$ cat src/logic/stu_pkg.sv
// Package of the two-wire status and timeout unit: SFR offsets, field positions, codes.
// Assumes an 8-bit special-function bus with one-cycle read and write strobes.
`default_nettype none
package stu_pkg;
  localparam logic [7:0] ADDR_DATA = 8'hbc;
  localparam logic [7:0] ADDR_STATE = 8'hbd;
  localparam logic [7:0] ADDR_RATE = 8'hbe;
  localparam logic [7:0] ADDR_TIMER = 8'hbf;
  localparam logic [7:0] ADDR_CTRL = 8'hc0;
  // Control register fields.
  localparam int CTRL_ENABLE = 6;
  localparam int CTRL_START = 5;
  localparam int CTRL_STOP = 4;
  localparam int CTRL_FLAG = 3;
  localparam int CTRL_ACK = 2;
  localparam logic [7:0] CTRL_MASK = 8'h7c;
  // Timer register fields.
  localparam int TMR_ENABLE = 2;
  localparam int TMR_TIMEOUT_PRESCALE_SELECT = 1;
  localparam int TMR_FLAG = 0;
  localparam logic [7:0] TMR_MASK = 8'h07;
  // Status codes defined for this unit.
  localparam logic [7:0] CODE_BUS_ERROR = 8'h00;
  localparam logic [7:0] CODE_START_SENT = 8'h08;
  localparam logic [7:0] CODE_RESTART_SENT = 8'h10;
  localparam logic [7:0] CODE_ADDR_ACK = 8'h18;
  localparam logic [7:0] CODE_ADDR_NACK = 8'h20;
  localparam logic [7:0] CODE_DATA_ACK = 8'h28;
  localparam logic [7:0] CODE_DATA_NACK = 8'h30;
  localparam logic [7:0] CODE_IDLE = 8'hf8;
  localparam int NUM_CODES = 23;
  localparam int TMO_WIDTH = 14;
  localparam logic [1:0] TIMEOUT_PRESCALE_SELECT_LAST = 2'h3;
  localparam logic [7:0] RESET_BYTE = 8'h00;
  localparam int RATE_RESET = 4;
endpackage : stu_pkg
`default_nettype wire

$ cat src/logic/stu_sync.sv
// Two-flop synchroniser for the bus pins.
// Assumes the pins are asynchronous to clk.
`default_nettype none
module stu_sync (
  input wire logic clk,
  input wire logic rst_n,
  input wire logic d,
  output logic q
);
  logic s1;
  // First flop feeds only the second.
  always_ff @(posedge clk)
  begin
    if (!rst_n)
    begin
      s1 <= 1'b1;
      q <= 1'b1;
    end
    else
    begin
      s1 <= d;
      q <= s1;
    end
  end
endmodule // stu_sync
`default_nettype wire

$ cat src/logic/stu_timeout.sv
// Fourteen-bit timeout counter with divide-by-four prescaler.
// Assumes run and clear come from logic on the same clock.
`default_nettype none
module stu_timeout #(
  parameter int WIDTH = stu_pkg::TMO_WIDTH
) (
  input wire logic clk,
  input wire logic rst_n,
  input wire logic run,
  input wire logic clear,
  input wire logic timeout_prescale_select,
  output logic overflow
);
  import stu_pkg::*;
  typedef struct packed {
    logic [WIDTH-1:0] count;
    logic [1:0] pre;
    logic ovf;
  } stu_tmo_t;
  stu_tmo_t st, next_st;
  logic tick;
  // Counts one step per clock, or per fourth clock when divided.
  always_comb
  begin
    next_st = st;
    tick = !timeout_prescale_select || (st.pre == TIMEOUT_PRESCALE_SELECT_LAST);
    next_st.ovf = 1'b0;
    if (clear)
    begin
      next_st.count = '0;
      next_st.pre = 2'h0;
    end
    else if (run)
    begin
      next_st.pre = st.pre + 2'h1;
      if (tick)
      begin
        next_st.count = st.count + 1'b1;
        next_st.ovf = &st.count;
      end
    end
  end
  always_ff @(posedge clk)
  begin
    if (!rst_n)
      st <= '0;
    else
      st <= next_st;
  end
  assign overflow = st.ovf;
endmodule // stu_timeout
`default_nettype wire

$ cat src/logic/stu_unit.sv
// Two-wire serial controller: status code, data, rate, timeout and control registers.
// Assumes a single-cycle SFR bus; pins are open drain with external pull-ups.
`default_nettype none
// What this block does
// - Status reads zero in bits 2..0, state code in bits 7..3.
// - Eight distinct status codes are defined; address codes 18 and 20 are never presented.
// - Idle code F8 never raises the serial interrupt flag.
// - Entering any non-idle state loads its code and sets the flag.
// - Code stays valid from one cycle after set until after clear.
// - Code 00 is reserved for bus error.
// - START or STOP in any bit of a byte but the first flags a bus error.
// - Eight-bit data register holds the byte to send; received bits are not stored.
// - Eight-bit writable rate register sets the serial clock rate.
// - Timeout counter runs only with its enable and function enable.
// - Setting the interrupt flag stops and clears the timeout counter.
// - Prescale select picks clock directly or divided by four.
// - Overflow sets sticky timeout flag and requests the interrupt.
// - Disabled: pins released, inputs ignored, stop request forced zero.
// - Flag set stretches SCL low and suspends the transfer, except when set by a bus error, which releases both pins.
// - Start request issues START when free, else after a STOP.
// - Acknowledge enable is only stored; SDA is released in the ack clock after bytes.
module stu_unit (
  input wire logic clk,
  input wire logic rst_n,
  input wire logic [7:0] sfr_addr,
  input wire logic [7:0] sfr_wdata,
  input wire logic sfr_wr,
  input wire logic sfr_rd,
  output logic [7:0] sfr_rdata,
  output logic irq,
  input wire logic scl_in,
  output logic scl_out,
  output logic scl_oe,
  input wire logic sda_in,
  output logic sda_out,
  output logic sda_oe
);
  import stu_pkg::*;
  typedef enum logic [5:0] {
    ST_IDLE = 6'h01, ST_START = 6'h02, ST_LOW = 6'h04,
    ST_HIGH = 6'h08, ST_STOP = 6'h10, ST_WAIT = 6'h20
  } stu_phase_t;
  typedef struct packed {
    stu_phase_t phase;
    logic [7:0] data;
    logic [4:0] code;
    logic [7:0] rate;
    logic [7:0] ctrl;
    logic [2:0] tmr;
    logic [9:0] div;
    logic [3:0] bitn;
    logic sda_drv;
    logic scl_drv;
    logic busy;
    logic scl_q;
    logic sda_q;
    logic got_ack;
    logic [7:0] rdata;
  } stu_state_t;
  stu_state_t st, next_st;
  logic scl_s, sda_s, en, flag, start_cond, stop_cond, ovf, hit;
  logic [9:0] half;
  stu_sync u_scl (.clk(clk), .rst_n(rst_n), .d(scl_in), .q(scl_s));
  stu_sync u_sda (.clk(clk), .rst_n(rst_n), .d(sda_in), .q(sda_s));
  // Timeout counter, cleared while the flag is set.
  stu_timeout #(.WIDTH(TMO_WIDTH)) u_tmo (
    .clk(clk), .rst_n(rst_n),
    .run(st.tmr[TMR_ENABLE] && en),
    .clear(flag),
    .timeout_prescale_select(st.tmr[TMR_TIMEOUT_PRESCALE_SELECT]),
    .overflow(ovf)
  );
  // Returns the value a register reads back, reserved bits as zero.
  function automatic logic [7:0] rd_mux(input stu_state_t s, input logic [7:0] a);
    case (a)
      ADDR_DATA: rd_mux = s.data;
      ADDR_STATE: rd_mux = {s.code, 3'h0};
      ADDR_RATE: rd_mux = s.rate;
      ADDR_TIMER: rd_mux = {5'h00, s.tmr};
      ADDR_CTRL: rd_mux = s.ctrl & CTRL_MASK;
      default: rd_mux = 8'h00;
    endcase
  endfunction
  assign en = st.ctrl[CTRL_ENABLE];
  assign flag = st.ctrl[CTRL_FLAG];
  assign half = {st.rate, 2'h0} + 10'h004;
  assign start_cond = en && st.scl_q && scl_s && st.sda_q && !sda_s;
  assign stop_cond = en && st.scl_q && scl_s && !st.sda_q && sda_s;
  assign hit = (st.div >= half - 10'h001);
  // Next-state logic: register writes, bus sequencer and status codes.
  always_comb
  begin
    next_st = st;
    next_st.scl_q = scl_s;
    next_st.sda_q = sda_s;
    next_st.rdata = sfr_rd ? rd_mux(st, sfr_addr) : st.rdata;
    next_st.div = st.div + 10'h001;
    if (start_cond)
      next_st.busy = 1'b1;
    if (stop_cond)
      next_st.busy = 1'b0;
    if (sfr_wr)
    begin
      case (sfr_addr)
        ADDR_DATA: next_st.data = sfr_wdata;
        ADDR_RATE: next_st.rate = sfr_wdata;
        ADDR_TIMER: next_st.tmr = {sfr_wdata[TMR_ENABLE:TMR_TIMEOUT_PRESCALE_SELECT],
                                   st.tmr[TMR_FLAG] & sfr_wdata[TMR_FLAG]};
        ADDR_CTRL: next_st.ctrl = sfr_wdata & CTRL_MASK;
        default: next_st = next_st;
      endcase
    end
    if (ovf)
      next_st.tmr[TMR_FLAG] = 1'b1;
    if (!next_st.ctrl[CTRL_ENABLE])
    begin
      next_st.ctrl[CTRL_STOP] = 1'b0;
      next_st.phase = ST_IDLE;
      next_st.scl_drv = 1'b0;
      next_st.sda_drv = 1'b0;
      next_st.busy = 1'b0;
    end
    else
    begin
      case (st.phase)
        ST_IDLE:
        begin
          next_st.div = '0;
          if (st.ctrl[CTRL_START] && !flag)
            next_st.phase = st.busy ? ST_WAIT : ST_START;
        end
        ST_WAIT:
        begin
          next_st.div = '0;
          if (!st.busy && !start_cond)
            next_st.phase = ST_START;
        end
        ST_START:
          if (hit && !st.sda_drv)
          begin
            next_st.sda_drv = 1'b1;
            next_st.div = '0;
            next_st.code = st.busy ? CODE_RESTART_SENT[7:3] : CODE_START_SENT[7:3];
          end
          else if (hit)
          begin
            next_st.scl_drv = 1'b1;
            next_st.div = '0;
            next_st.bitn = 4'h0;
            next_st.phase = ST_LOW;
            next_st.ctrl[CTRL_FLAG] = 1'b1;
          end
        // Stretch SCL low while flag set
        ST_LOW:
          if (flag)
            next_st.div = '0;
          else if (st.ctrl[CTRL_STOP])
          begin
            next_st.sda_drv = 1'b1;
            next_st.phase = ST_STOP;
            next_st.div = '0;
          end
          else if (hit)
          begin
            if (st.bitn < 4'h8)
              next_st.sda_drv = !st.data[3'h7 - st.bitn[2:0]];
            else
              next_st.sda_drv = 1'b0;
            next_st.scl_drv = 1'b0;
            next_st.div = '0;
            next_st.phase = ST_HIGH;
          end
        ST_HIGH:
          if (hit && scl_s)
          begin
            if (st.bitn == 4'h8)
            begin
              next_st.got_ack = !sda_s;
              // Enter state, load code, set flag
              next_st.code = sda_s ? CODE_DATA_NACK[7:3] : CODE_DATA_ACK[7:3];
              next_st.ctrl[CTRL_FLAG] = 1'b1;
              next_st.bitn = 4'h0;
            end
            else
              next_st.bitn = st.bitn + 4'h1;
            next_st.scl_drv = 1'b1;
            next_st.div = '0;
            next_st.phase = ST_LOW;
          end
        ST_STOP:
          if (hit)
          begin
            next_st.scl_drv = 1'b0;
            if (scl_s)
            begin
              next_st.sda_drv = 1'b0;
              next_st.ctrl[CTRL_STOP] = 1'b0;
              next_st.ctrl[CTRL_START] = 1'b0;
              next_st.code = CODE_IDLE[7:3];
              next_st.phase = ST_IDLE;
            end
          end
        default: next_st.phase = ST_IDLE;
      endcase
      if ((start_cond || stop_cond) && (st.phase == ST_HIGH) && st.bitn != 4'h0)
      begin
        next_st.code = CODE_BUS_ERROR[7:3];
        next_st.ctrl[CTRL_FLAG] = 1'b1;
        next_st.phase = ST_IDLE;
        next_st.scl_drv = 1'b0;
        next_st.sda_drv = 1'b0;
      end
    end
  end
  // State register.
  always_ff @(posedge clk)
  begin
    if (!rst_n)
    begin
      st <= '0;
      st.phase <= ST_IDLE;
      st.code <= CODE_IDLE[7:3];
      st.rate <= 8'(RATE_RESET);
      st.scl_q <= 1'b1;
      st.sda_q <= 1'b1;
    end
    else
      st <= next_st;
  end
  // Outputs: open-drain low drives and read data.
  assign scl_out = 1'b0;
  assign sda_out = 1'b0;
  assign scl_oe = st.scl_drv;
  assign sda_oe = st.sda_drv;
  assign sfr_rdata = st.rdata;
  assign irq = flag || st.tmr[TMR_FLAG];

  AST_LOW_ZERO: assert property (@(posedge clk) disable iff (!rst_n)
    sfr_rd && sfr_addr == ADDR_STATE |=> sfr_rdata[2:0] == 3'h0)
    else $error("status low bits not zero");
  AST_IDLE_NOFLAG: assert property (@(posedge clk) disable iff (!rst_n)
    $rose(flag) |-> st.code != CODE_IDLE[7:3])
    else $error("flag raised with idle code");
  AST_CODE_HOLD: assert property (@(posedge clk) disable iff (!rst_n)
    flag && $past(flag) && !$rose(flag) && !(start_cond || stop_cond) |-> $stable(st.code))
    else $error("code changed while flag set");
  AST_TMO_CLEAR: assert property (@(posedge clk) disable iff (!rst_n)
    flag |=> !ovf)
    else $error("timeout ran while flag set");
  AST_TIF_SET: assert property (@(posedge clk) disable iff (!rst_n)
    ovf |=> st.tmr[TMR_FLAG] ##0 irq)
    else $error("overflow did not set timeout flag");
  AST_DIS_REL: assert property (@(posedge clk) disable iff (!rst_n)
    !en |-> !st.ctrl[CTRL_STOP] && !scl_oe && !sda_oe)
    else $error("disabled unit drives the bus");
  AST_STRETCH: assert property (@(posedge clk) disable iff (!rst_n)
    flag && st.phase == ST_LOW |=> scl_oe)
    else $error("clock released while flag set");
  AST_RSV_ZERO: assert property (@(posedge clk) disable iff (!rst_n)
    sfr_rd && sfr_addr == ADDR_TIMER |=> sfr_rdata[7:3] == 5'h00)
    else $error("reserved timer bits not zero");
  AST_BUS_ERR: assert property (@(posedge clk) disable iff (!rst_n)
    en && (start_cond || stop_cond) && st.phase == ST_HIGH && st.bitn != 4'h0
    |=> st.code == CODE_BUS_ERROR[7:3] && flag)
    else $error("bus error not reported");
  AST_START_SHAPE: assert property (@(posedge clk) disable iff (!rst_n)
    st.phase == ST_START && !scl_oe && next_st.scl_drv |-> sda_oe)
    else $error("clock pulled low before data at start");
endmodule // stu_unit
`default_nettype wire

$ cat config.mk
export PLATFORM = sky130hd
export DESIGN_NAME = stu_unit
export DESIGN_NICKNAME = d
export VERILOG_FILES = /design/src/logic/stu_pkg.sv /design/src/logic/stu_sync.sv /design/src/logic/stu_timeout.sv /design/src/logic/stu_unit.sv
export SDC_FILE = /design/constraint.sdc
export NUM_CORES = 1
export LEC_CHECK = 0
export BUFFER_PORTS_ARGS = -buffer_cell sky130_fd_sc_hd__buf_2
export CORE_ASPECT_RATIO = 0.5
export CORE_MARGIN = 2
export CORE_UTILIZATION = 53
export DETAILED_ROUTE_END_ITERATION = 7
export PLACE_DENSITY = 0.71
export SLEW_MARGIN = 20
export SYNTH_ARGS = -nofsm -noshare
export SYNTH_HDL_FRONTEND = slang
export SYNTH_SLANG_ARGS = --single-unit
export TNS_END_PERCENT = 5
$ cat constraint.sdc
create_clock -name clk -period 2.9 [get_ports clk]
set_input_delay 0.58 -clock clk [delete_from_list [all_inputs] [get_ports clk]]
set_output_delay 0.58 -clock clk [all_outputs]
set_load 0.01 [all_outputs]
==> impl.org <==
** Logic synthesis
- After synthesis, flip-flops and latches occupy approximately two fifths of the total area.
- The synthesized design contains 82 register bits.
- Number of synthesis warnings :: 0
- Number of different library cells in the post-synthesis netlist :: 65
- Among all flip-flop cells after synthesis, the most frequent one is sky130_fd_sc_hd__dfxtp_1.
- In this run, synthesis inferred 0 flip-flops with an integrated enable.
- Synthesis produced 500 cells.
- Avg Cell Area, Syn :: 8.45 µm²
- The synthesized netlist occupies a cell area of 4230 µm².
- Fraction of synthesis flops using an asynchronous set or reset pin :: 0%

** Detailed routing
- Wirelength, routed :: 9.48 mm
- The detailed router placed about 3600 vias in this run.
- Initial DRC count :: between 200 and 300
- Via/cell ratio :: 5.57
- Post-route DRC :: 0
- Before antenna repair, the detailed router went through 5 iterations.
- Number of routed nets with antenna violations :: 0
- After detailed routing, the average wire length per cell comes to between 10 and 15 µm.

** Power and ir drop
- Worst VDD drop :: 0.349 mV
- Post-route total power :: 2.21 mW
- Pwr dens :: approximately 470 nW/µm²
- P_leak :: ~1.8 nW

** Place
- After detailed placement, the design holds a cell count of 622.
- Port buffer count :: 32
- Final estimated routing congestion in global placement :: 0.861
- In this run the cell area measured after placement is 4440 µm².
- Before CTS, the worst setup slack after placement is 0.297 ns.
- The HPWL after detailed placement is a little over 7 mm.

** Timing
- The final hold violation count was 0.
- Of the available clock period, the critical path in the final layout requires roughly 90%.
- Once routing completed, OpenROAD measured the worst setup slack at 0.286 ns.
- Final sum of negative setup slack :: 0 ns
- For the final database, setup skew stands at 0.00503 ns.
- Setup violations remaining at the end of the flow were counted as 0.
- The total count of max-transition violations in the final report came to 0.
- At the pin with the least slew margin, the transition time is 0.655 ns.
- Setup repair after global routing left no endpoint under its margin.
- For the finished layout, the period the worst path requires is 2.61 ns.
- Hold is met by 0.404 ns.
- In this run the tightest slew margin relative to its limit is 55.9%.
- Based on the critical path, the design can be clocked at up to 383 MHz.

** Layout
- Area Overhead vs Synth :: 11.0%
- Share of cells above drive strength 1 :: 14.4%
- After the last flow step, the layout net total stands at 560.
- Antenna cells :: 0
- Once layout is done, the placed cells without fillers occupy 4690 µm².
- Fin util :: 62.4%
- The count of cells in the finished layout, fillers not included, comes to ~640.

** Worst hold path
- The path with the worst hold slack has its endpoint at u_scl.q$_SDFF_PN1_.
- The tightest min-delay check is of the reg -> reg type.
- Worst Hold Depth :: 1
- The worst hold path begins at u_scl.s1$_SDFF_PN1_.

** Global routing
- Entering global routing, the biggest net connects 32 pins.
- Initial antenna violation count :: 0
- The first global-routing pass estimated between 15 and 20 mm of wire.
- GRT overflow :: 0
- The via count of the first global-routing pass is around 3400.
- Combined global-route utilization of all metal layers :: 24.3%

** Worst setup path
- Setup slack of the worst register-to-register path :: 0.29 ns
- Worst r2r dst :: scl_oe$_SDFFE_PP0P_
- Arrival time at the worst endpoint :: approximately 2.9 ns
- Required time of the critical path :: 3.15 ns
- Class of the most critical setup path :: reg -> reg
- In this run the worst path has a maximum fanout of 12.
- Sort of element at the start of the critical path :: flip-flop
- STA classifies the critical path endpoint as a flip-flop.
- The number of cells on the worst reg-to-reg path is 8.
- FF-to-FF Start :: st[20]$_SDFF_PN0_

** Run
- Maxcap violations :: 0

** Clocking
- Clock Latency Late Sink :: 0.34 ns
- Number of clock buffers inserted by TritonCTS :: 9
- Post-CTS resize count :: 0
- CTS built an H-tree with a depth of 3.
- CTS Root Cell :: sky130_fd_sc_hd__clkbuf_16
- Post-CTS timing repair inserted 0 buffers for setup.
- Counting along the longest clock path gives a buffer depth of 2.
- The clock drives 82 sinks.
- Clock slew at the register clock pins of the worst setup and hold paths :: 0.06 ns
- Hold-fix buffer count after cts :: 0
- Clock tree from TritonCTS :: done

** Floorplanning
- I/O pin cnt :: 35
- The core region is ~7500 µm².
- The floorplan has 22 rows.
- Once the floorplan was initialized, standard cells occupied 56.2% of the core.
- In this run the vertical extent of the chip is about 67 µm.
- In this run the horizontal extent of the chip is 130 µm.
- The die covers a little under 9000 µm².

** Outcome
- The flow ran to the end, and the final reports show no timing, DRC or antenna violations.
[report_power, final]
part / internal, mW / switching, mW
Combinational: 0.0273 / 0.0490
Clock: 0.569 / 0.427
Sequential: 1.13 / 0.00806
[layout by cell type, fill, tap and decap left out, types with 4 or more instances in the layout]
cell type	synthesis	final
sky130_fd_sc_hd__nor2_1	60	60
sky130_fd_sc_hd__buf_2	4	32
sky130_fd_sc_hd__ha_1	13	13
sky130_fd_sc_hd__xnor2_1	7	7
sky130_fd_sc_hd__o21ai_0	29	29
sky130_fd_sc_hd__nand3b_1	5	5
sky130_fd_sc_hd__xor2_1	16	16
sky130_fd_sc_hd__nand2_1	46	46
sky130_fd_sc_hd__or3_1	4	4
sky130_fd_sc_hd__nor3_1	9	9
sky130_fd_sc_hd__buf_4	10	9
sky130_fd_sc_hd__nand4_1	5	5
sky130_fd_sc_hd__clkbuf_16	0	9
sky130_fd_sc_hd__mux2_2	4	4
sky130_fd_sc_hd__mux2i_1	18	18
sky130_fd_sc_hd__a21oi_1	39	39
sky130_fd_sc_hd__inv_1	23	23
sky130_fd_sc_hd__nand3_1	23	23
sky130_fd_sc_hd__dfxtp_1	82	82
sky130_fd_sc_hd__and3_1	9	9
sky130_fd_sc_hd__clkinv_2	0	4
sky130_fd_sc_hd__nor2b_1	4	4
sky130_fd_sc_hd__nand2b_1	9	9
[cell type report]
type	instances	area [µm²]
fillers	683	2830
multi-input cells	368	2350
flip-flops and latches	82	1640
clock buffers	11	233
repair buffers	41	228
well taps	108	135
inverters	23	86.3
clock inverters	4	20.0
[cell families after synthesis]
| kind of cell | Yosys count | share of synthesized area (%) |
|---|---|---|
| AND/OR/NAND/NOR | 202 | 25.2 |
| AO/OA/AOI/OAI | 104 | 15.1 |
| flip-flops | 82 | 38.8 |
| buffers and inverters | 51 | 5.74 |
| multiplexers | 24 | 6.39 |
| XOR/XNOR | 23 | 4.77 |
| adder cells (fa/ha/maj) | 13 | 3.85 |
| other | 1 | 0.0887 |
[worst max path at each step]
stage | startpoint | end | slack, ns | depth (start not counted)
after floorplan | sfr_addr[1] | st[48]$_SDFFE_PN1P_ | 0.66 | 8
after global placement | sfr_addr[5] | st[48]$_SDFFE_PN1P_ | 0.38 | 8
after detailed placement | st[39]$_SDFFE_PN0P_ | scl_oe$_SDFFE_PP0P_ | 0.30 | 9
after CTS | st[39]$_SDFFE_PN0P_ | scl_oe$_SDFFE_PP0P_ | 0.30 | 9
after global routing | st[39]$_SDFFE_PN0P_ | scl_oe$_SDFFE_PP0P_ | 0.08 | 9
final | st[20]$_SDFF_PN0_ | scl_oe$_SDFFE_PP0P_ | 0.29 | 8
[layer usage]
metal  routed length [µm]  vias to the layer above  track usage, %  share of wire, %
li1                     -                     1802               -                 -
met1                 4580                     1664            32.2                48
met2                 4260                       75            38.2                45
met3                  565                       10            8.00               6.0
met4                   76                        0            7.66              0.80
met5                    0                        -               0                 0
[Yosys cell counts (3+ instances only)]
| cell type | count | area [µm²] |
|---|---|---|
| sky130_fd_sc_hd__nor2_1 | 60 | 225 |
| sky130_fd_sc_hd__xor2_1 | 16 | 140 |
| sky130_fd_sc_hd__nor2b_1 | 4 | 25.0 |
| sky130_fd_sc_hd__nand4_1 | 5 | 31.3 |
| sky130_fd_sc_hd__and3_1 | 9 | 56.3 |
| sky130_fd_sc_hd__nand2_1 | 46 | 173 |
| sky130_fd_sc_hd__dfxtp_1 | 82 | 1640 |
| sky130_fd_sc_hd__clkbuf_1 | 12 | 45.0 |
| sky130_fd_sc_hd__nand2b_1 | 9 | 56.3 |
| sky130_fd_sc_hd__buf_2 | 4 | 20.0 |
| sky130_fd_sc_hd__o211ai_1 | 3 | 22.5 |
| sky130_fd_sc_hd__mux2_2 | 4 | 45.0 |
| sky130_fd_sc_hd__nand3b_1 | 5 | 37.5 |
| sky130_fd_sc_hd__a211oi_1 | 3 | 22.5 |
| sky130_fd_sc_hd__a31oi_1 | 3 | 18.8 |
| sky130_fd_sc_hd__o22ai_1 | 3 | 18.8 |
| sky130_fd_sc_hd__a21oi_1 | 39 | 195 |
| sky130_fd_sc_hd__a222oi_1 | 3 | 30.0 |
| sky130_fd_sc_hd__o21ai_0 | 29 | 145 |
| sky130_fd_sc_hd__xnor2_1 | 7 | 61.3 |
| sky130_fd_sc_hd__nand3_1 | 23 | 115 |
| sky130_fd_sc_hd__or3_1 | 4 | 25.0 |
| sky130_fd_sc_hd__nor3_1 | 9 | 45.0 |
| sky130_fd_sc_hd__nor3b_1 | 3 | 22.5 |
| sky130_fd_sc_hd__o31ai_1 | 3 | 22.5 |
| sky130_fd_sc_hd__nor4_1 | 3 | 18.8 |
| sky130_fd_sc_hd__ha_1 | 13 | 163 |
| sky130_fd_sc_hd__buf_4 | 10 | 75.1 |
| sky130_fd_sc_hd__inv_1 | 23 | 86.3 |
| sky130_fd_sc_hd__a211o_1 | 3 | 26.3 |
| sky130_fd_sc_hd__mux2i_1 | 18 | 180 |
[worst max-delay path, stage by stage (launching register included)]
cell and delay (ns):
sky130_fd_sc_hd__dfxtp_1 0.41, sky130_fd_sc_hd__ha_1 0.26, sky130_fd_sc_hd__a211oi_1 0.24, sky130_fd_sc_hd__o21ai_0 0.21, sky130_fd_sc_hd__a211o_1 0.46, sky130_fd_sc_hd__nor3b_1 0.21
sky130_fd_sc_hd__nor3_2 0.40, sky130_fd_sc_hd__a21oi_1 0.13, sky130_fd_sc_hd__nor3_1 0.20
[state kept, by name, summed over array words and instances, names as in the netlist]
register,cells
scl_oe,1
u_scl.q,1
st,49
sda_oe,1
u_tmo.overflow,1
u_sda.s1,1
flag,1
u_tmo.st,16
u_sda.q,1
en,1
sfr_rdata,8
u_scl.s1,1
(Power assumes the default switching activity.)
